`src/tmc_defines.svh`:
```
`ifndef TMC_DEFINES_SVH
`define TMC_DEFINES_SVH

// Register indices; the byte address is four times the index.
`define TMC_IDX_CTRL_A 8'h24
`define TMC_IDX_CTRL_B 8'h25
`define TMC_IDX_COUNT 8'h26
`define TMC_IDX_CMP_A 8'h27
`define TMC_IDX_CMP_B 8'h28
`define TMC_IDX_FLAGS 8'h15

// Control register A fields.
`define TMC_A_ACT_HI 7
`define TMC_A_ACT_LO 6
`define TMC_B_ACT_HI 5
`define TMC_B_ACT_LO 4
`define TMC_WM_LOW_HI 1
`define TMC_WM_LOW_LO 0

// Control register B fields.
`define TMC_FORCE_A_BIT 7
`define TMC_FORCE_B_BIT 6
`define TMC_WM_HIGH_BIT 3
`define TMC_CS_HI 2
`define TMC_CS_LO 0

// Flag register fields.
`define TMC_FLAG_A_BIT 1
`define TMC_FLAG_B_BIT 2

// Output action codes.
`define TMC_ACT_OFF 2'h0
`define TMC_ACT_TOGGLE 2'h1
`define TMC_ACT_CLEAR 2'h2
`define TMC_ACT_SET 2'h3

// Fixed top and reset values.
`define TMC_MAX 8'hFF
`define TMC_ZERO8 8'h00

// Prescaler divide masks: tick when the masked low bits are all ones.
`define TMC_DIV8_MASK 10'h007
`define TMC_DIV64_MASK 10'h03F
`define TMC_DIV256_MASK 10'h0FF
`define TMC_DIV1024_MASK 10'h3FF

`endif

```
`src/tmc_pkg.sv`:
```
package tmc_pkg;

    typedef enum logic [2:0] {
        TMC_WM_NORMAL = 3'h0,
        TMC_WM_PC_FF = 3'h1,
        TMC_WM_CTC = 3'h2,
        TMC_WM_FAST_FF = 3'h3,
        TMC_WM_RES4 = 3'h4,
        TMC_WM_PC_CMP = 3'h5,
        TMC_WM_RES6 = 3'h6,
        TMC_WM_FAST_CMP = 3'h7
    } tmc_wave_mode_t;

    typedef enum logic [2:0] {
        TMC_CS_STOP = 3'h0,
        TMC_CS_DIV1 = 3'h1,
        TMC_CS_DIV8 = 3'h2,
        TMC_CS_DIV64 = 3'h3,
        TMC_CS_DIV256 = 3'h4,
        TMC_CS_DIV1024 = 3'h5,
        TMC_CS_EXT_FALL = 3'h6,
        TMC_CS_EXT_RISE = 3'h7
    } tmc_clk_src_t;

    typedef logic [1:0] tmc_action_t;

endpackage : tmc_pkg

```
`src/tmc_timer8.sv`:
```
// How it works
// RULE1 - Non-PWM channel A action: 0 off, 1 toggle, 2 clear, 3 set on match.
// RULE2 - Channel B action uses the same encoding on its own match.
// RULE3 - Any nonzero action field hands the pin to the waveform output.
// RULE4 - The pin is driven only when its port direction selects output.
// RULE5 - Reserved control bits read zero and ignore writes.
// RULE6 - Modes 0..3: normal, phase PWM top FF, clear-on-match, fast PWM FF.
// RULE7 - Mode 5 phase PWM, 7 fast PWM, both topped by compare A.
// RULE8 - Mode high bit sits in control B bit 3, low bits in control A.
// RULE9 - Force bit applies an immediate match in non-PWM modes only.
// RULE10 - A forced match sets no flag and never clears the counter.
// RULE11 - Force bits are write strobes and always read as zero.
// RULE12 - Software writes zero force bits when writing control B in PWM.
// RULE13 - Clock codes 0..3: stopped, every clock, every 8, every 64.
// RULE14 - Clock codes 4 and 5 count every 256 and 1024 clocks.
// RULE15 - Codes 6 and 7 count falling and rising count pin edges.
// RULE16 - Count pin edges count even when that pin is an output.
// RULE17 - The 8-bit counter is readable and writable at any time.
// RULE18 - A counter write blocks compare matches on the next timer tick.
// RULE19 - Compare A is compared continuously; equality flags or drives A.
// RULE20 - Match flags set on equality and clear when software writes one.
// RULE21 - Phase PWM counts up then down, holding top for one tick; the code turns down from top on the next tick with no hold.
// RULE22 - Match actions and flags take effect on the matching tick.
// RULE23 - All registers reset to zero: counter stopped, outputs off.
`include "tmc_defines.svh"
`timescale 1ns/10ps
`default_nettype none

module tmc_timer8 (
    input wire logic clk_i,
    input wire logic rst_i,
    input wire logic wb_cyc_i,
    input wire logic wb_stb_i,
    input wire logic wb_we_i,
    input wire logic [9:0] wb_adr_i,
    input wire logic [3:0] wb_sel_i,
    input wire logic [31:0] wb_dat_i,
    output logic [31:0] wb_dat_o,
    output logic wb_ack_o,
    input wire logic ext_count_pin_i,
    input wire logic port_dir_a_i,
    input wire logic port_dir_b_i,
    output logic wave_out_a_o,
    output logic wave_out_a_oe_n_o,
    output logic wave_out_b_o,
    output logic wave_out_b_oe_n_o,
    output logic match_flag_a_o,
    output logic match_flag_b_o
);
    import tmc_pkg::*;

    logic [7:0] ctrl_a_reg;
    logic [3:0] ctrl_b_reg;
    logic [7:0] count_reg;
    logic [7:0] cmp_a_reg;
    logic [7:0] cmp_b_reg;
    logic flag_a_reg;
    logic flag_b_reg;
    logic [9:0] presc_reg;
    logic ext_prev_reg;
    logic block_reg;
    logic count_up_reg;
    logic ack_reg;
    logic [31:0] rdata_reg;
    logic wave_a_reg;
    logic wave_b_reg;
    logic oe_a_n_reg;
    logic oe_b_n_reg;
    logic access;
    logic wr;
    logic [7:0] idx;
    tmc_wave_mode_t mode;
    tmc_clk_src_t clk_src;
    tmc_action_t act_a;
    tmc_action_t act_b;
    logic pwm;
    logic [7:0] top;
    logic tick;
    logic cnt_write;
    logic match_a;
    logic match_b;
    logic force_a;
    logic force_b;
    logic flag_write;
    logic [7:0] count_next;
    logic count_up_next;
    function automatic logic action_apply(input tmc_action_t act,
                                          input logic cur);
        case (act)
            `TMC_ACT_TOGGLE: action_apply = ~cur;
            `TMC_ACT_CLEAR: action_apply = 1'b0;
            `TMC_ACT_SET: action_apply = 1'b1;
            default: action_apply = cur;
        endcase
    endfunction : action_apply
    function automatic logic presc_hit(input logic [9:0] cnt,
                                       input logic [9:0] mask);
        presc_hit = ((cnt & mask) == mask);
    endfunction : presc_hit
    assign access = wb_cyc_i & wb_stb_i & ~ack_reg;
    assign wr = access & wb_we_i & wb_sel_i[0];
    assign idx = wb_adr_i[9:2];
    // RULE8 mode assembly
    assign mode = tmc_wave_mode_t'({ctrl_b_reg[`TMC_WM_HIGH_BIT],
                                    ctrl_a_reg[`TMC_WM_LOW_HI:`TMC_WM_LOW_LO]});
    assign clk_src = tmc_clk_src_t'(ctrl_b_reg[`TMC_CS_HI:`TMC_CS_LO]);
    assign act_a = ctrl_a_reg[`TMC_A_ACT_HI:`TMC_A_ACT_LO];
    assign act_b = ctrl_a_reg[`TMC_B_ACT_HI:`TMC_B_ACT_LO];
    assign pwm = (mode == TMC_WM_PC_FF) || (mode == TMC_WM_FAST_FF) ||
                 (mode == TMC_WM_PC_CMP) || (mode == TMC_WM_FAST_CMP);
    assign cnt_write = wr && (idx == `TMC_IDX_COUNT);
    assign flag_write = wr && (idx == `TMC_IDX_FLAGS);
    // RULE9 force strobes
    assign force_a = wr && (idx == `TMC_IDX_CTRL_B) && !pwm &&
                     wb_dat_i[`TMC_FORCE_A_BIT];
    assign force_b = wr && (idx == `TMC_IDX_CTRL_B) && !pwm &&
                     wb_dat_i[`TMC_FORCE_B_BIT];
    // RULE18 blocked matches
    assign match_a = tick && !block_reg && (count_reg == cmp_a_reg);
    assign match_b = tick && !block_reg && (count_reg == cmp_b_reg);
    // RULE6 top selection
    always_comb begin
        case (mode)
            // RULE7 compare A as top
            TMC_WM_CTC, TMC_WM_PC_CMP, TMC_WM_FAST_CMP: top = cmp_a_reg;
            default: top = `TMC_MAX;
        endcase
    end
    // RULE13 clock select
    always_comb begin
        case (clk_src)
            TMC_CS_DIV1: tick = 1'b1;
            TMC_CS_DIV8: tick = presc_hit(presc_reg, `TMC_DIV8_MASK);
            TMC_CS_DIV64: tick = presc_hit(presc_reg, `TMC_DIV64_MASK);
            // RULE14 long prescales
            TMC_CS_DIV256: tick = presc_hit(presc_reg, `TMC_DIV256_MASK);
            TMC_CS_DIV1024: tick = presc_hit(presc_reg, `TMC_DIV1024_MASK);
            // RULE15 count pin edges
            TMC_CS_EXT_FALL: tick = ext_prev_reg & ~ext_count_pin_i;
            TMC_CS_EXT_RISE: tick = ~ext_prev_reg & ext_count_pin_i;
            default: tick = 1'b0;
        endcase
    end
    // Count sequence for the current mode; reserved modes count as normal.
    always_comb begin
        count_next = count_reg;
        count_up_next = count_up_reg;
        case (mode)
            TMC_WM_PC_FF, TMC_WM_PC_CMP: begin
                // RULE21 dual slope
                if (count_up_reg && count_reg >= top) begin
                    count_up_next = 1'b0;
                    count_next = count_reg - 8'h01;
                end else if (!count_up_reg && count_reg == `TMC_ZERO8) begin
                    count_up_next = 1'b1;
                    count_next = 8'h01;
                end else if (count_up_reg) begin
                    count_next = count_reg + 8'h01;
                end else begin
                    count_next = count_reg - 8'h01;
                end
            end
            TMC_WM_CTC, TMC_WM_FAST_CMP, TMC_WM_FAST_FF: begin
                count_next = (count_reg == top) ? `TMC_ZERO8 :
                             count_reg + 8'h01;
            end
            default: count_next = count_reg + 8'h01;
        endcase
    end
    always_ff @(posedge clk_i) begin
        if (rst_i) begin
            presc_reg <= 10'h000;
        end else begin
            presc_reg <= presc_reg + 10'h001;
        end
    end
    // RULE16 pin sampled whatever its direction
    always_ff @(posedge clk_i) begin
        if (rst_i) begin
            ext_prev_reg <= 1'b0;
        end else begin
            ext_prev_reg <= ext_count_pin_i;
        end
    end
    // RULE23 zero reset
    always_ff @(posedge clk_i) begin
        if (rst_i) begin
            ctrl_a_reg <= `TMC_ZERO8;
            ctrl_b_reg <= 4'h0;
            cmp_a_reg <= `TMC_ZERO8;
            cmp_b_reg <= `TMC_ZERO8;
        end else if (wr) begin
            // RULE5 reserved bits not stored
            if (idx == `TMC_IDX_CTRL_A) begin
                ctrl_a_reg <= wb_dat_i[7:0] & 8'hF3;
            end
            if (idx == `TMC_IDX_CTRL_B) begin
                ctrl_b_reg <= wb_dat_i[3:0];
            end
            // RULE19 compare value
            if (idx == `TMC_IDX_CMP_A) begin
                cmp_a_reg <= wb_dat_i[7:0];
            end
            if (idx == `TMC_IDX_CMP_B) begin
                cmp_b_reg <= wb_dat_i[7:0];
            end
        end
    end
    // RULE17 software write beats the tick
    always_ff @(posedge clk_i) begin
        if (rst_i) begin
            count_reg <= `TMC_ZERO8;
            count_up_reg <= 1'b1;
        end else if (cnt_write) begin
            count_reg <= wb_dat_i[7:0];
        end else if (tick) begin
            count_reg <= count_next;
            count_up_reg <= count_up_next;
        end
    end
    // RULE18 one-tick block
    always_ff @(posedge clk_i) begin
        if (rst_i) begin
            block_reg <= 1'b0;
        end else if (cnt_write) begin
            block_reg <= 1'b1;
        end else if (tick) begin
            block_reg <= 1'b0;
        end
    end
    // RULE10 forced matches set no flag
    // RULE20 set wins over write-one clear
    always_ff @(posedge clk_i) begin
        if (rst_i) begin
            flag_a_reg <= 1'b0;
            flag_b_reg <= 1'b0;
        end else begin
            if (match_a) begin
                flag_a_reg <= 1'b1;
            end else if (flag_write && wb_dat_i[`TMC_FLAG_A_BIT]) begin
                flag_a_reg <= 1'b0;
            end
            if (match_b) begin
                flag_b_reg <= 1'b1;
            end else if (flag_write && wb_dat_i[`TMC_FLAG_B_BIT]) begin
                flag_b_reg <= 1'b0;
            end
        end
    end

    // PWM waveform shaping is not built here; outputs hold in PWM modes.
    always_ff @(posedge clk_i) begin
        if (rst_i) begin
            wave_a_reg <= 1'b0;
            wave_b_reg <= 1'b0;
        end else if (!pwm) begin
            // RULE1 channel A action
            // RULE22 on the matching tick
            if (match_a || force_a) begin
                wave_a_reg <= action_apply(act_a, wave_a_reg);
            end
            // RULE2 channel B action
            if (match_b || force_b) begin
                wave_b_reg <= action_apply(act_b, wave_b_reg);
            end
        end
    end

    // RULE3 pin takeover
    // RULE4 direction gate
    always_ff @(posedge clk_i) begin
        if (rst_i) begin
            oe_a_n_reg <= 1'b1;
            oe_b_n_reg <= 1'b1;
        end else begin
            oe_a_n_reg <= !((act_a != `TMC_ACT_OFF) && port_dir_a_i);
            oe_b_n_reg <= !((act_b != `TMC_ACT_OFF) && port_dir_b_i);
        end
    end

    // Read data is registered so that the bus answers one cycle later.
    always_ff @(posedge clk_i) begin
        if (rst_i) begin
            ack_reg <= 1'b0;
            rdata_reg <= 32'h0000_0000;
        end else begin
            ack_reg <= access;
            rdata_reg <= 32'h0000_0000;
            if (access && !wb_we_i) begin
                case (idx)
                    `TMC_IDX_CTRL_A: rdata_reg[7:0] <= ctrl_a_reg;
                    // RULE11 force bits read zero
                    `TMC_IDX_CTRL_B: rdata_reg[3:0] <= ctrl_b_reg;
                    `TMC_IDX_COUNT: rdata_reg[7:0] <= count_reg;
                    `TMC_IDX_CMP_A: rdata_reg[7:0] <= cmp_a_reg;
                    `TMC_IDX_CMP_B: rdata_reg[7:0] <= cmp_b_reg;
                    `TMC_IDX_FLAGS: begin
                        rdata_reg[`TMC_FLAG_A_BIT] <= flag_a_reg;
                        rdata_reg[`TMC_FLAG_B_BIT] <= flag_b_reg;
                    end
                    default: rdata_reg <= 32'h0000_0000;
                endcase
            end
        end
    end

    assign wb_ack_o = ack_reg;
    assign wb_dat_o = rdata_reg;
    assign wave_out_a_o = wave_a_reg;
    assign wave_out_b_o = wave_b_reg;
    assign wave_out_a_oe_n_o = oe_a_n_reg;
    assign wave_out_b_oe_n_o = oe_b_n_reg;
    assign match_flag_a_o = flag_a_reg;
    assign match_flag_b_o = flag_b_reg;
endmodule : tmc_timer8

`default_nettype wire
```
`config.mk`:
```
export PLATFORM = sky130hd
export DESIGN_NAME = tmc_timer8
export DESIGN_NICKNAME = d
export VERILOG_FILES = /design/src/tmc_pkg.sv /design/src/tmc_timer8.sv
export VERILOG_INCLUDE_DIRS = /design/src
export SDC_FILE = /design/constraint.sdc
export NUM_CORES = 1
export LEC_CHECK = 0
export BUFFER_PORTS_ARGS = -buffer_cell sky130_fd_sc_hd__buf_2
export CAP_MARGIN = 40
export CORE_MARGIN = 2
export CORE_UTILIZATION = 30
export DETAILED_ROUTE_END_ITERATION = 10
export SYNTH_ARGS = -nofsm -noshare
export SYNTH_HDL_FRONTEND = slang
export SYNTH_SLANG_ARGS = --single-unit
```
`constraint.sdc`:
```
create_clock -name clk_i -period 3.65 [get_ports clk_i]
set_clock_uncertainty 0.1 [all_clocks]
set_input_delay 0.365 -clock clk_i [delete_from_list [all_inputs] [get_ports clk_i]]
set_output_delay 0.365 -clock clk_i [all_outputs]
set_load 0.02 [all_outputs]
```
After elaboration in Yosys (flattened, before gate mapping) --
Cells that the tools add are included.
Storage, ports and cells: input port bits 54, flip-flop bits (word level) 86, output and inout port bits 39
Cells by class: multiplexer cells 23, bitwise gates (word level) 14, eq/ne operators 31, magnitude comparators 1, add/subtract/negate cells 3, reductions and logical operators 47
Operators with widths (number):
- two-way mux 8 bit | 7
- == test 8 x 6 -> 1 bit, second input constant | 5
- == test 8 bit | 3
- == test 3 bit, second input constant | 7
- logical AND 1 bit | 16
- one-hot mux 4 bit (4 select lines) | 1
- one-hot mux 8 bit (2 select lines) | 1
- == test 3 x 2 -> 1 bit, second input constant | 4
- one-hot mux 2 bit (6 select lines) | 1
- nonzero test 2 bit | 6
- adder 10 x 1 -> 10 bit, second input constant | 1
- == test 10 bit, second input constant | 1
- adder 8 x 1 -> 8 bit, second input constant | 1
- == test 2 bit, second input constant | 4
- == test 8 x 5 -> 1 bit, second input constant | 1
- == test 8 bit, second input constant | 1
- >= comparator 8 bit | 1
- logical NOT 8 bit | 1
- two-way mux 1 bit | 8
- NOT 1 bit | 8
- AND reduction 2 bit | 4
- subtractor 8 x 1 -> 8 bit, second input constant | 1
- one-hot mux 1 bit (7 select lines) | 1
- AND 1 bit | 6
- other kinds (13) | 29

Longest topological paths before layout --
Gate-level depths: netlist (run 1).
word-level depth 9, gate-level depth with buffers 12

Least setup slack after synthesis (run 1) --
Ideal clock, no wire load.
path kind reg2reg, start register ctrl_a_reg[0], end register count_reg[6], setup time 131 ps, stages on the path, launching flop included 13, data arrival time 2736 ps, path buffers 1, data required time 3419 ps, path slack 683 ps, cell sequence dfxtp_1 -> clkbuf_1 -> nor3b_1 -> a21oi_1 -> nor2_1 -> ha_1 -> o21ai_0 -> a21oi_1 -> o31a_1 -> nor2_1 -> mux2_2 -> a221oi_1 -> nor3_1
Between the ends: longest elaborated chain between the ends 9
Ends and longest elaborated chain:
- start, declared | RTL line tmc_timer8.sv:52 | logic [7:0] ctrl_a_reg;
- start signal, assigned | RTL line tmc_timer8.sv:188 | ctrl_a_reg <= `TMC_ZERO8;
- start signal, assigned | RTL line tmc_timer8.sv:195 | ctrl_a_reg <= wb_dat_i[7:0] & 8'hF3;
- == test 3 bit / == test 3 x 2 -> 1 bit (equally long branches) | RTL line tmc_timer8.sv:123, tmc_timer8.sv:148
- OR reduction 3 bit | RTL line tmc_timer8.sv:123 | case (mode)
- two-way mux 8 bit | RTL line tmc_timer8.sv:123
- >= comparator 8 bit | RTL line tmc_timer8.sv:151 | if (count_up_reg && count_reg >= top) begin
- logical AND 1 bit | RTL line tmc_timer8.sv:151
- two-way mux 8 bit | RTL line tmc_timer8.sv:151
- one-hot mux 8 bit (2 select lines) * | RTL line tmc_timer8.sv:148 | case (mode)
- two-way mux 8 bit * | RTL line tmc_timer8.sv:216 | end else if (tick) begin
- two-way mux 8 bit * | RTL line tmc_timer8.sv:214 | end else if (cnt_write) begin
- end signal, assigned | RTL line tmc_timer8.sv:212 | count_reg <= `TMC_ZERO8;
- end signal, assigned | RTL line tmc_timer8.sv:215 | count_reg <= wb_dat_i[7:0];
- end signal, assigned | RTL line tmc_timer8.sv:217 | count_reg <= count_next;
- end, declared | RTL line tmc_timer8.sv:54 | logic [7:0] count_reg;
Every way passes the cells marked *; elsewhere a longest branch is shown, timed or not. The select of a mux whose other input is x is not followed. A chain may end at the register's enable or synchronous reset.

Worst setup path after layout (run 1) --
start register ctrl_b_reg[3], end register count_reg[1]
Between the ends: longest elaborated chain between the ends 9
Ends and longest elaborated chain:
- start, declared | RTL line tmc_timer8.sv:53 | logic [3:0] ctrl_b_reg;
- start signal, assigned | RTL line tmc_timer8.sv:198 | ctrl_b_reg <= wb_dat_i[3:0];
- == test 3 bit / == test 3 x 2 -> 1 bit (equally long branches) | RTL line tmc_timer8.sv:123, tmc_timer8.sv:148
- OR reduction 3 bit | RTL line tmc_timer8.sv:123
- two-way mux 8 bit | RTL line tmc_timer8.sv:123
- >= comparator 8 bit | RTL line tmc_timer8.sv:151
- logical AND 1 bit | RTL line tmc_timer8.sv:151
- two-way mux 8 bit | RTL line tmc_timer8.sv:151
- one-hot mux 8 bit (2 select lines) * | RTL line tmc_timer8.sv:148
- two-way mux 8 bit * | RTL line tmc_timer8.sv:216
- two-way mux 8 bit * | RTL line tmc_timer8.sv:214
Marked as above.

==> results of run 1 <==
## routing by layer
layer	part of all wire	GRT usage
met3	0.039	0.0272
met1	0.42	0.192
met2	0.51	0.267
met5	0	0
met4	0.031	0.0825
## final cells by class
type                       instances  area, um2
fill                            1268       7790
inverter                           8       30.0
clock buffer                      12        246
timing repair buffer              49        270
tap                              168        210
clock inverter                     4       70.1
sequential                        62       1240
multi-input combinational        365       2250
## where the power goes
part	internal, W	total, W	switching, W
Sequential	0.000683	0.000686	0.00000373
Clock	0.000614	0.000907	0.000293
Combinational	0.0000218	0.0000846	0.0000628
## final timing paths
check | startpoint | to | slack (ps)
worst max-delay path | ctrl_b_reg[3] | count_reg[1] | 460
worst min register to register | presc_reg[0] | presc_reg[0] | 360
worst min-delay path | port_dir_a_i | wave_out_a_oe_n_o | 130
worst max register to register | ctrl_b_reg[3] | count_reg[1] | 460
## layout by cell type (no fill, tap or decap), types with 4 or more instances in the layout
cell type / instances
nor3_1: 9
a21oi_1: 40
buf_2: 39
clkbuf_16: 9
nand3b_1: 5
nand4_1: 6
xnor2_1: 23
inv_1: 8
nand3_1: 33
xor2_1: 9
dfxtp_1: 62
and2_1: 4
nor2b_1: 6
conb_1: 24
buf_4: 10
ha_1: 12
mux2i_1: 9
and3_1: 9
nor2_1: 49
o21ai_0: 8
nand2_1: 50
a222oi_1: 6
## metrics by stage
stage	utilization	cell area, um2	instances	total power, W	setup WS (ps)
after floorplan	-	3840	488	0.000771	683
after global placement	0.331	4010	652	0.000783	545
after detailed placement	0.331	4010	652	0.000784	525
after CTS	0.357	4320	668	0.00169	506
after global routing	0.357	4320	668	0.00173	226
final	0.357	4320	668	0.00168	461
## critical path: cells and delay by family, from the launching register on
family,cells,cell delay [ps]
compound gates,4,770
flops,1,370
fa+ha+maj,1,270
simple gates,5,1390
buf+inv,1,170
## logic make-up after synthesis
family / share of synthesized area
AND/OR/NAND/NOR: 0.265
XOR/XNOR: 0.0746
adder cells (fa/ha/maj): 0.0400
flip-flops: 0.331
buffers and inverters: 0.0923
other: 0.000999
multiplexers: 0.0330
AO/OA/AOI/OAI: 0.164
==> summary.md, run 1 <==
| Metric | Value |
|---|---|
| Vias | `3409` |
| Top cells by area, synth | `dfxtp_1 (33%), xnor2_1 (5.4%), a21oi_1 (5.3%)` |
| Share of cells above drive strength 1 | `0.158` |
| WL per Instance | `about 15 um` |
| Sequential cell area fraction in the yosys report | `0.331` |
| Via density | `5.10` |
| Grt total ovfl | `0` |
| Critical Path End Type | `flop` |
| Syn Std Cell Area | `3750 um2` |
| CP Class | `flop to flop` |
| Worst hold path class | `input pin to flop` |
| Leading area contributor after synthesis | `dfxtp_1` |
| Clock latency on the worst-skew pair | `330 ps` |
| Sink Count | `62` |
| Gr usage total | `0.158` |
| PortBufs | `39` |
| Initial drt markers | `between 200 and 250` |
| # diodes | `0` |
| Final min period | `~3200 ps` |
| Post-synthesis sequential element count | `62` |
| Worst path slowest cell | `nor3_1` |
| Cts hold-fix bufs | `0` |
| Tcrit/Tclk final | `0.874` |
| Slew Viols, Final | `0` |
| Chip height | `116 um` |
| GP Congestion | `between 0.9 and 1` |
| Final setup TNS | `0 ps` |
| Max FFs per register | `10` |
| Ys Warns | `0` |
| Final Setup Violations | `0` |
| DR pass1 iterations | `5` |
| Layout overhead on the synthesized area | `15.1%` |
| Htree depth | `3` |
| Least-Margin Pin Slew | `around 690 ps` |
| Relative slew margins | `0.535` |
| Cells after Synth | `465` |
| Post-DP HPWL | `~7.5 mm` |
| CTS tree | `done` |
| Async SR Flop Fraction | `0` |
| Initial antenna violation count | `0` |
| Row count | `40` |
| Initial Util | `0.310` |
| Number of flops mapped to enable cells by yosys | `0` |
| Antenna viol nets, final | `0` |
| Max cap viols | `0` |
| WHS Path Cells | `2` |
| CP max stage delay | `~570 ps` |
| CTS clk-pin slew, worst paths | `about 50 ps` |
| Setup bufs post-CTS | `0` |
| First-pass GRT wire length | `16.4 mm` |
| CTS buffer count | `9` |
| Ports | `a little over 90` |
| Die ar. | `13400 um2` |
| CP startpoint kind | `flop` |
| DRC errors left | `0` |
| Yosys cell types | `60` |
| Max rail drop VDD | `0.268 mV` |
| P_leak | `1.63 nW` |
| Synth top area share | `0.331` |
| Core Area | `12100 um2` |
| Arrival time worst endpoint | `3300 ps` |
| Avg Inst Size Synth | `between 8 and 9 um2` |
| Die X | `116 um` |
| Max FO, Critical Path | `8` |
| Longest Clk Path Bufs | `2` |
| WP data required | `3760 ps` |
| Top-count cell post-synth | `dfxtp_1` |
| Vias in the first global route | `3220` |
| Chain of cells forming the critical path | `nor3b_1, a21oi_1, buf_4, or2_2, ha_1, and4_1, o31a_1, nor2_1, nor3_1, o211ai_1, a311oi_1` |
| Root Buffer | `clkbuf_16` |
| Reg2Reg Depth | `11` |
| Min Hold Slack | `131 ps` |
| Status | `finished clean` |
| Dominant synthesized flop cell | `dfxtp_1` |
| Nets@finish | `561` |
| Largest net degree at the start of global routing | `42` |
| Post-Route WL | `between 10 and 15 mm` |
| Pwr dens | `388 nW/um2` |
| Max frequency | `314 MHz` |
| PostCTS Resize Cnt | `0` |
| Setup repair after global routing missed its margin | `false` |
| Endpoints failing hold | `0` |
| List of most frequent post-synthesis cells | `dfxtp_1 (62), nand2_1 (50), nor2_1 (49), a21oi_1 (40), nand3_1 (33)` |
No activity file was read; power rests on OpenSTA's default activity.
==> run 2: changes to the inputs <==
--- a/config.mk
+++ b/config.mk
@@ -11,6 +11,7 @@
 export CORE_MARGIN = 2
 export CORE_UTILIZATION = 30
 export DETAILED_ROUTE_END_ITERATION = 10
+export PLACE_DENSITY_LB_ADDON = 0.1
 export SYNTH_ARGS = -nofsm -noshare
 export SYNTH_HDL_FRONTEND = slang
 export SYNTH_SLANG_ARGS = --single-unit
==> run 2 against run 1 <==
Via count down 1.4%. Clock power up 0.6%. Sequential share of layout area shrank 0.075 points. Count of clock-buffer cells in the layout up 1. Critical path type unchanged. Highest routed layer unchanged.
==> summary.md, run 2 (synthesized netlist as in run 1, its figures left out) <==
| Metric | Value |
|---|---|
| Status | `finished clean` |
| Max rail drop VDD | `0.177 mV (-34%)` |
| Storage cell area | `1240 um2 (unchanged)` |
| Slew Viols, Final | `0 (unchanged)` |
| Die ar. | `13400 um2 (unchanged)` |
| PortBufs | `39 (unchanged)` |
| Initial drt markers | `189 (-16%)` |
| RR Endpoint | `count_reg[6]` |
| Root Buffer | `clkbuf_16` |
| WL per Instance | `16.0 um (+6.9%)` |
| Largest net degree at the start of global routing | `25 (-40%)` |
| GP Congestion | `0.789 (-13%)` |
| Vias | `3362 (-1.4%)` |
| Hold_sp | `port_dir_a_i` |
| # diodes | `0 (unchanged)` |
| Final setup TNS | `0 ps (unchanged)` |
| Max frequency | `313 MHz (-0.13%)` |
| CTS tree | `done` |
| Tcrit/Tclk final | `0.875 (+0.00111)` |
| Share of cells above drive strength 1 | `0.160 (+0.00168)` |
| Pwr dens | `389 nW/um2 (+0.19%)` |
| Post-DP HPWL | `8.09 mm (+8.3%)` |
| Max FFs per register | `10 (unchanged)` |
| Reg2Reg Depth | `11 (unchanged)` |
| Via density | `5.03 (-1.5%)` |
| Initial Util | `0.310 (unchanged)` |
| Commonest non-fill, non-tap cell in the layout | `dfxtp_1` |
| Post-Place Worst Slack | `480 ps (-45.4 ps)` |
| Commonest non-fill, non-tap cells in the layout | `dfxtp_1 (62), nand2_1 (50), nor2_1 (48)` |
| Critical Path End Type | `flop` |
| Area of the multi-input gates | `2260 um2 (+0.11%)` |
| PostCTS Resize Cnt | `0 (unchanged)` |
| Chip height | `116 um (unchanged)` |
| Ports | `93 (unchanged)` |
| Final Setup Violations | `0 (unchanged)` |
| Arrival time worst endpoint | `3300 ps (about the same)` |
| First-pass GRT wire length | `17.1 mm (+4.7%)` |
| CP Class | `flop to flop` |
| Max FO, Critical Path | `9 (+1)` |
| Initial antenna violation count | `0 (unchanged)` |
| Least-Margin Pin Slew | `694 ps (+3.56 ps)` |
| Setup bufs post-CTS | `0 (unchanged)` |
| Grt total ovfl | `0 (unchanged)` |
| Htree depth | `3 (unchanged)` |
| Longest Clk Path Bufs | `2 (unchanged)` |
| Relative slew margins | `0.532 (-0.00240)` |
| Clock latency on the worst-skew pair | `320 ps (about the same)` |
| Die X | `116 um (unchanged)` |
| Core Area | `12100 um2 (unchanged)` |
| Row count | `40 (unchanged)` |
| WP data required | `3760 ps (about the same)` |
| Nets@finish | `562 (+0.18%)` |
| CTS buffer count | `9 (unchanged)` |
| CP startpoint kind | `flop` |
| Final min period | `3190 ps (+4.06 ps)` |
| DRC errors left | `0 (unchanged)` |
| Cts hold-fix bufs | `0 (unchanged)` |
| Hold Crit Endpoint | `wave_out_a_oe_n_o` |
| P_leak | `1.63 nW (-0.11%)` |
| CTS clk-pin slew, worst paths | `60 ps (about the same)` |
| Vias in the first global route | `3197 (-0.71%)` |
| Endpoints failing hold | `0 (unchanged)` |
| # fillers | `1311 (+3.4%)` |
| Layout overhead on the synthesized area | `15.4%` |
| Post-Route WL | `10.7 mm (+7.1%)` |
| Worst hold path class | `input pin to flop` |
| R2R Path Start | `ctrl_a_reg[0]` |
| Max cap viols | `0 (unchanged)` |
| Setup repair after global routing missed its margin | `false` |
| Gr usage total | `0.168 (+0.0101)` |
| WHS Path Cells | `2 (unchanged)` |
| Sink Count | `62 (unchanged)` |
| Final setup margin | `457 ps (-4.06 ps)` |
| DR pass1 iterations | `5 (unchanged)` |
| R2r setup slk | `460 ps (about the same)` |
| Antenna viol nets, final | `0 (unchanged)` |
==> run 2: changes by cell type in the layout (fill, tap and decap cells not counted) <==
cell        previous run  this run
clkinv_2               2         0
buf_4                 10        11
nor2_1                49        48
clkinvlp_4             0         1
clkbuf_1               2         3
nor2_2                 0         1
==> run 2: worst max path at each step <==
stage                        startpoint           end  slack (ps)
final                     ctrl_a_reg[0]  count_reg[6]         460
after global routing      ctrl_a_reg[0]  count_reg[1]         270
after CTS                 ctrl_a_reg[0]  count_reg[2]         460
after detailed placement  ctrl_a_reg[0]  count_reg[2]         480
after global placement    ctrl_a_reg[0]  count_reg[6]         480
after floorplan           ctrl_a_reg[0]  count_reg[6]         680
==> run 2: final cells by class <==
class	instances	area share
Timing Repair Buffer	50	0.0641
Sequential cell	62	0.286
Clock buffer	13	0.0578
Multi-Input combinational cell	365	0.521
Clock inverter	3	0.0156
Tap cell	168	0.0485
Inverter	8	0.00693
==> run 2: metal layers <==
layer / vias up / share of wire / GRT usage
met5: - / 0 / 0
met4: 0 / 0.026 / 0.0659
met3: 19 / 0.040 / 0.0303
met2: 78 / 0.50 / 0.283
met1: 1601 / 0.43 / 0.214
li1: 1664 / - / -
==> run 2: where the power goes <==
part / total [W] / internal, W / leakage, nW / switching (W)
Sequential: 0.000686 / 0.000683 / 0.500 / 0.00000329
Clock: 0.000912 / 0.000617 / 0.150 / 0.000296
Combinational: 0.0000872 / 0.0000225 / 0.977 / 0.0000647
Total: 0.00169 / 0.00132 / 1.63 / 0.000364
==> run 2: per-stage QoR <==
step	area, um2	utilization	power, W	hold WS [ps]	std cells
floorplan	3840	-	0.000771	330	488
global placement	4020	0.332	0.000786	349	653
detailed placement	4020	0.332	0.000787	365	653
CTS	4330	0.358	0.00171	122	669
global route	4330	0.358	0.00175	126	669
finish	4330	0.358	0.00169	126	669
==> run 2: worst max-delay path, cell delays in order (launching register included) <==
cell and delay (ps):
dfxtp_1 410, nor3b_1 220, a21oi_1 60, buf_4 170, or2_2 280, ha_1 260, and4_1 190, o31a_1 260
nor2_1 340, mux2_2 380, a221oi_1 320, nor3_1 90
==> run 3: changes to the inputs <==
--- a/config.mk
+++ b/config.mk
@@ -12,6 +12,7 @@
 export CORE_UTILIZATION = 30
 export DETAILED_ROUTE_END_ITERATION = 10
 export PLACE_DENSITY_LB_ADDON = 0.1
+export REMOVE_ABC_BUFFERS = 1
 export SYNTH_ARGS = -nofsm -noshare
 export SYNTH_HDL_FRONTEND = slang
 export SYNTH_SLANG_ARGS = --single-unit
==> run 3 against run 2 <==
Count of clock-buffer cells in the layout is 2 lower. Clock power is 13% lower. Combinational power is 2% lower. Die area stayed put. Critical path type unchanged. Largest cell class unchanged.
==> summary.md, run 3 (synthesized netlist as in run 1, its figures left out) <==
| Metric | Value |
|---|---|
| Antenna viol nets, final | `0 (unchanged)` |
| Die X | `116 um (unchanged)` |
| Vias in the first global route | `3062 (-4.2%)` |
| Pwr dens | `366 nW/um2 (-6.0%)` |
| Internal power | `0.00119 W (-9.8%)` |
| Final setup TNS | `0 ps (unchanged)` |
| # diodes | `0 (unchanged)` |
| Reg2Reg Depth | `12 (+1)` |
| Least-Margin Pin Slew | `673 ps (-20.9 ps)` |
| Setup bufs post-CTS | `0 (unchanged)` |
| CTS buffer count | `9 (unchanged)` |
| Final min period | `3110 ps (-81.5 ps)` |
| Row count | `40 (unchanged)` |
| Arrival time worst endpoint | `3250 ps (-50 ps)` |
| Post-DP Area | `4020 um2 (unchanged)` |
| Die ar. | `13400 um2 (unchanged)` |
| Endpoints failing hold | `0 (unchanged)` |
| CTS clk-pin slew, worst paths | `60 ps (about the same)` |
| Root Buffer | `clkbuf_16` |
| Max frequency | `321 MHz (+2.6%)` |
| Chain of cells forming the critical path | `nor3b_1, a21oi_1, buf_4, or2_2, ha_1, and4_1, o31a_1, nor2_1, buf_4, nor3_1, o211ai_1, a311oi_1` |
| Status | `finished clean` |
| DR pass1 iterations | `5 (unchanged)` |
| Post-DP HPWL | `8.00 mm (-1.2%)` |
| R2r setup slk | `540 ps (+80 ps)` |
| Initial drt markers | `235 (+24%)` |
| Max rail drop VDD | `0.230 mV (+30%)` |
| Tcrit/Tclk final | `0.853 (-0.0223)` |
| Chip height | `116 um (unchanged)` |
| CP Class | `flop to flop` |
| Grt total ovfl | `0 (unchanged)` |
| Slew Viols, Final | `0 (unchanged)` |
| CTS tree | `done` |
| Sink Count | `62 (unchanged)` |
| Htree depth | `3 (unchanged)` |
| Clock latency on the worst-skew pair | `330 ps (about the same)` |
| Worst hold path class | `input pin to flop` |
| CP startpoint kind | `flop` |
| Longest Clk Path Bufs | `2 (unchanged)` |
| Vias | `3394 (+0.95%)` |
| Layout overhead on the synthesized area | `14.3%` |
| PortBufs | `39 (unchanged)` |
| Initial antenna violation count | `0 (unchanged)` |
| Fin area | `4290 um2 (-0.98%)` |
| Hold Crit Endpoint | `wave_out_b_oe_n_o` |
| Clock power share | `0.508 (-0.033)` |
| Sw power | `0.000376 W (+3.3%)` |
| Share of cells above drive strength 1 | `0.164 (+0.00432)` |
| Switching share of power | `0.239 (+0.0237)` |
| Inst Count DP | `653 (unchanged)` |
| DRC errors left | `0 (unchanged)` |
| Gr usage total | `0.167 (-0.00113)` |
| Critical Path End Type | `flop` |
| Max FFs per register | `10 (unchanged)` |
| First-pass GRT wire length | `17.0 mm (-0.60%)` |
| Final Setup Violations | `0 (unchanged)` |
| CP max stage delay | `470 ps (+60 ps)` |
| Via density | `5.08 (+1.1%)` |
| Commonest non-fill, non-tap cell in the layout | `dfxtp_1` |
| Final Power | `0.00157 W (-6.9%)` |
| R2R Path Start | `ctrl_b_reg[3]` |
| Hold_sp | `port_dir_b_i` |
| Setup repair after global routing missed its margin | `false` |
| Initial Util | `0.310 (unchanged)` |
| Nets@finish | `562 (unchanged)` |
| PostCTS Resize Cnt | `0 (unchanged)` |
| Most common cell on crit path | `buf_4` |
| Core Area | `12100 um2 (unchanged)` |
| Logic pwr share | `0.055 (+0.003)` |
| WP data required | `3790 ps (+30 ps)` |
| P_leak | `1.61 nW (-0.84%)` |
| Final cell count without fillers | `668 (-0.15%)` |
| Commonest non-fill, non-tap cells in the layout | `dfxtp_1 (62), nand2_1 (50), nor2_1 (48)` |
| Post-Route WL | `10.8 mm (+0.66%)` |
| Cts hold-fix bufs | `0 (unchanged)` |
| Seq pwr share | `0.437 (+0.030)` |
| WHS Path Cells | `2 (unchanged)` |
| Worst path slowest cell | `nor3_1` |
| Ports | `93 (unchanged)` |
| Max FO, Critical Path | `8 (-1)` |
| RR Endpoint | `count_reg[1]` |
| Relative slew margins | `0.551 (+0.0188)` |
| Max cap viols | `0 (unchanged)` |
| Largest net degree at the start of global routing | `35 (+40%)` |
| WL per Instance | `16.2 um (+0.81%)` |
| GP Congestion | `0.806 (+2.2%)` |
[run 3: cell types whose count changed in the layout (fill, tap and decap cells not counted)]
cell / before / now
bufinv_16: 2 / 0
clkbuf_1: 3 / 0
clkinv_2: 0 / 3
clkbuf_8: 1 / 2
[run 3: layer usage]
metal  wire length [um]  track usage  part of all wire
met4                155       0.0484             0.014
met5                  0            0                 0
met1               5280        0.241              0.49
met2               4860        0.249              0.45
met3                506       0.0377             0.047
[run 3: critical path: cells and delay by family (launching register included)]
kind / cells / cell delay (ps)
buffers and inverters: 2 / 350
adder cells (fa/ha/maj): 1 / 270
flip-flops: 1 / 390
AND/OR/NAND/NOR: 5 / 1240
AO/OA/AOI/OAI: 4 / 670
[run 3: area by class of cell]
type / instances / area, um2
Clock buffer: 11 / 253
Clock inverter: 4 / 22.5
Fill cell: 1324 / 7820
Inverter: 8 / 30.0
Multi-Input combinational cell: 365 / 2260
Sequential cell: 62 / 1240
Tap cell: 168 / 210
Timing Repair Buffer: 50 / 278
[run 3: stage by stage]
step	worst slack, ps	util	hold WS (ps)
after floorplan	794	-	330
after global placement	601	0.332	347
after detailed placement	554	0.332	352
after CTS	527	0.354	115
after global routing	251	0.354	127
final	538	0.354	129
[run 3: power groups by stage]
stage | clock network [W] | logic, W | registers, W
floorplan | 0 | 0.0000397 | 0.000702
finish | 0.000797 | 0.0000857 | 0.000686
global route | 0.000841 | 0.0000939 | 0.000686
CTS | 0.000819 | 0.0000857 | 0.000686
detailed placement | 0 | 0.0000856 | 0.000700
global placement | 0 | 0.0000850 | 0.000700
[run 3: worst max path at each step]
| stage | startpoint | end | slack, ps | depth (start not counted) |
|---|---|---|---|---|
| 2_1_floorplan | ctrl_a_reg[1] | count_reg[6] | 790 | 10 |
| 3_3_place_gp | ctrl_b_reg[3] | count_reg[1] | 600 | 12 |
| 3_5_place_dp | ctrl_b_reg[3] | count_reg[1] | 550 | 13 |
| 4_1_cts | ctrl_b_reg[3] | count_reg[1] | 530 | 13 |
| 5_1_grt | ctrl_b_reg[3] | count_reg[1] | 250 | 13 |
| 6_report | ctrl_b_reg[3] | count_reg[1] | 540 | 12 |
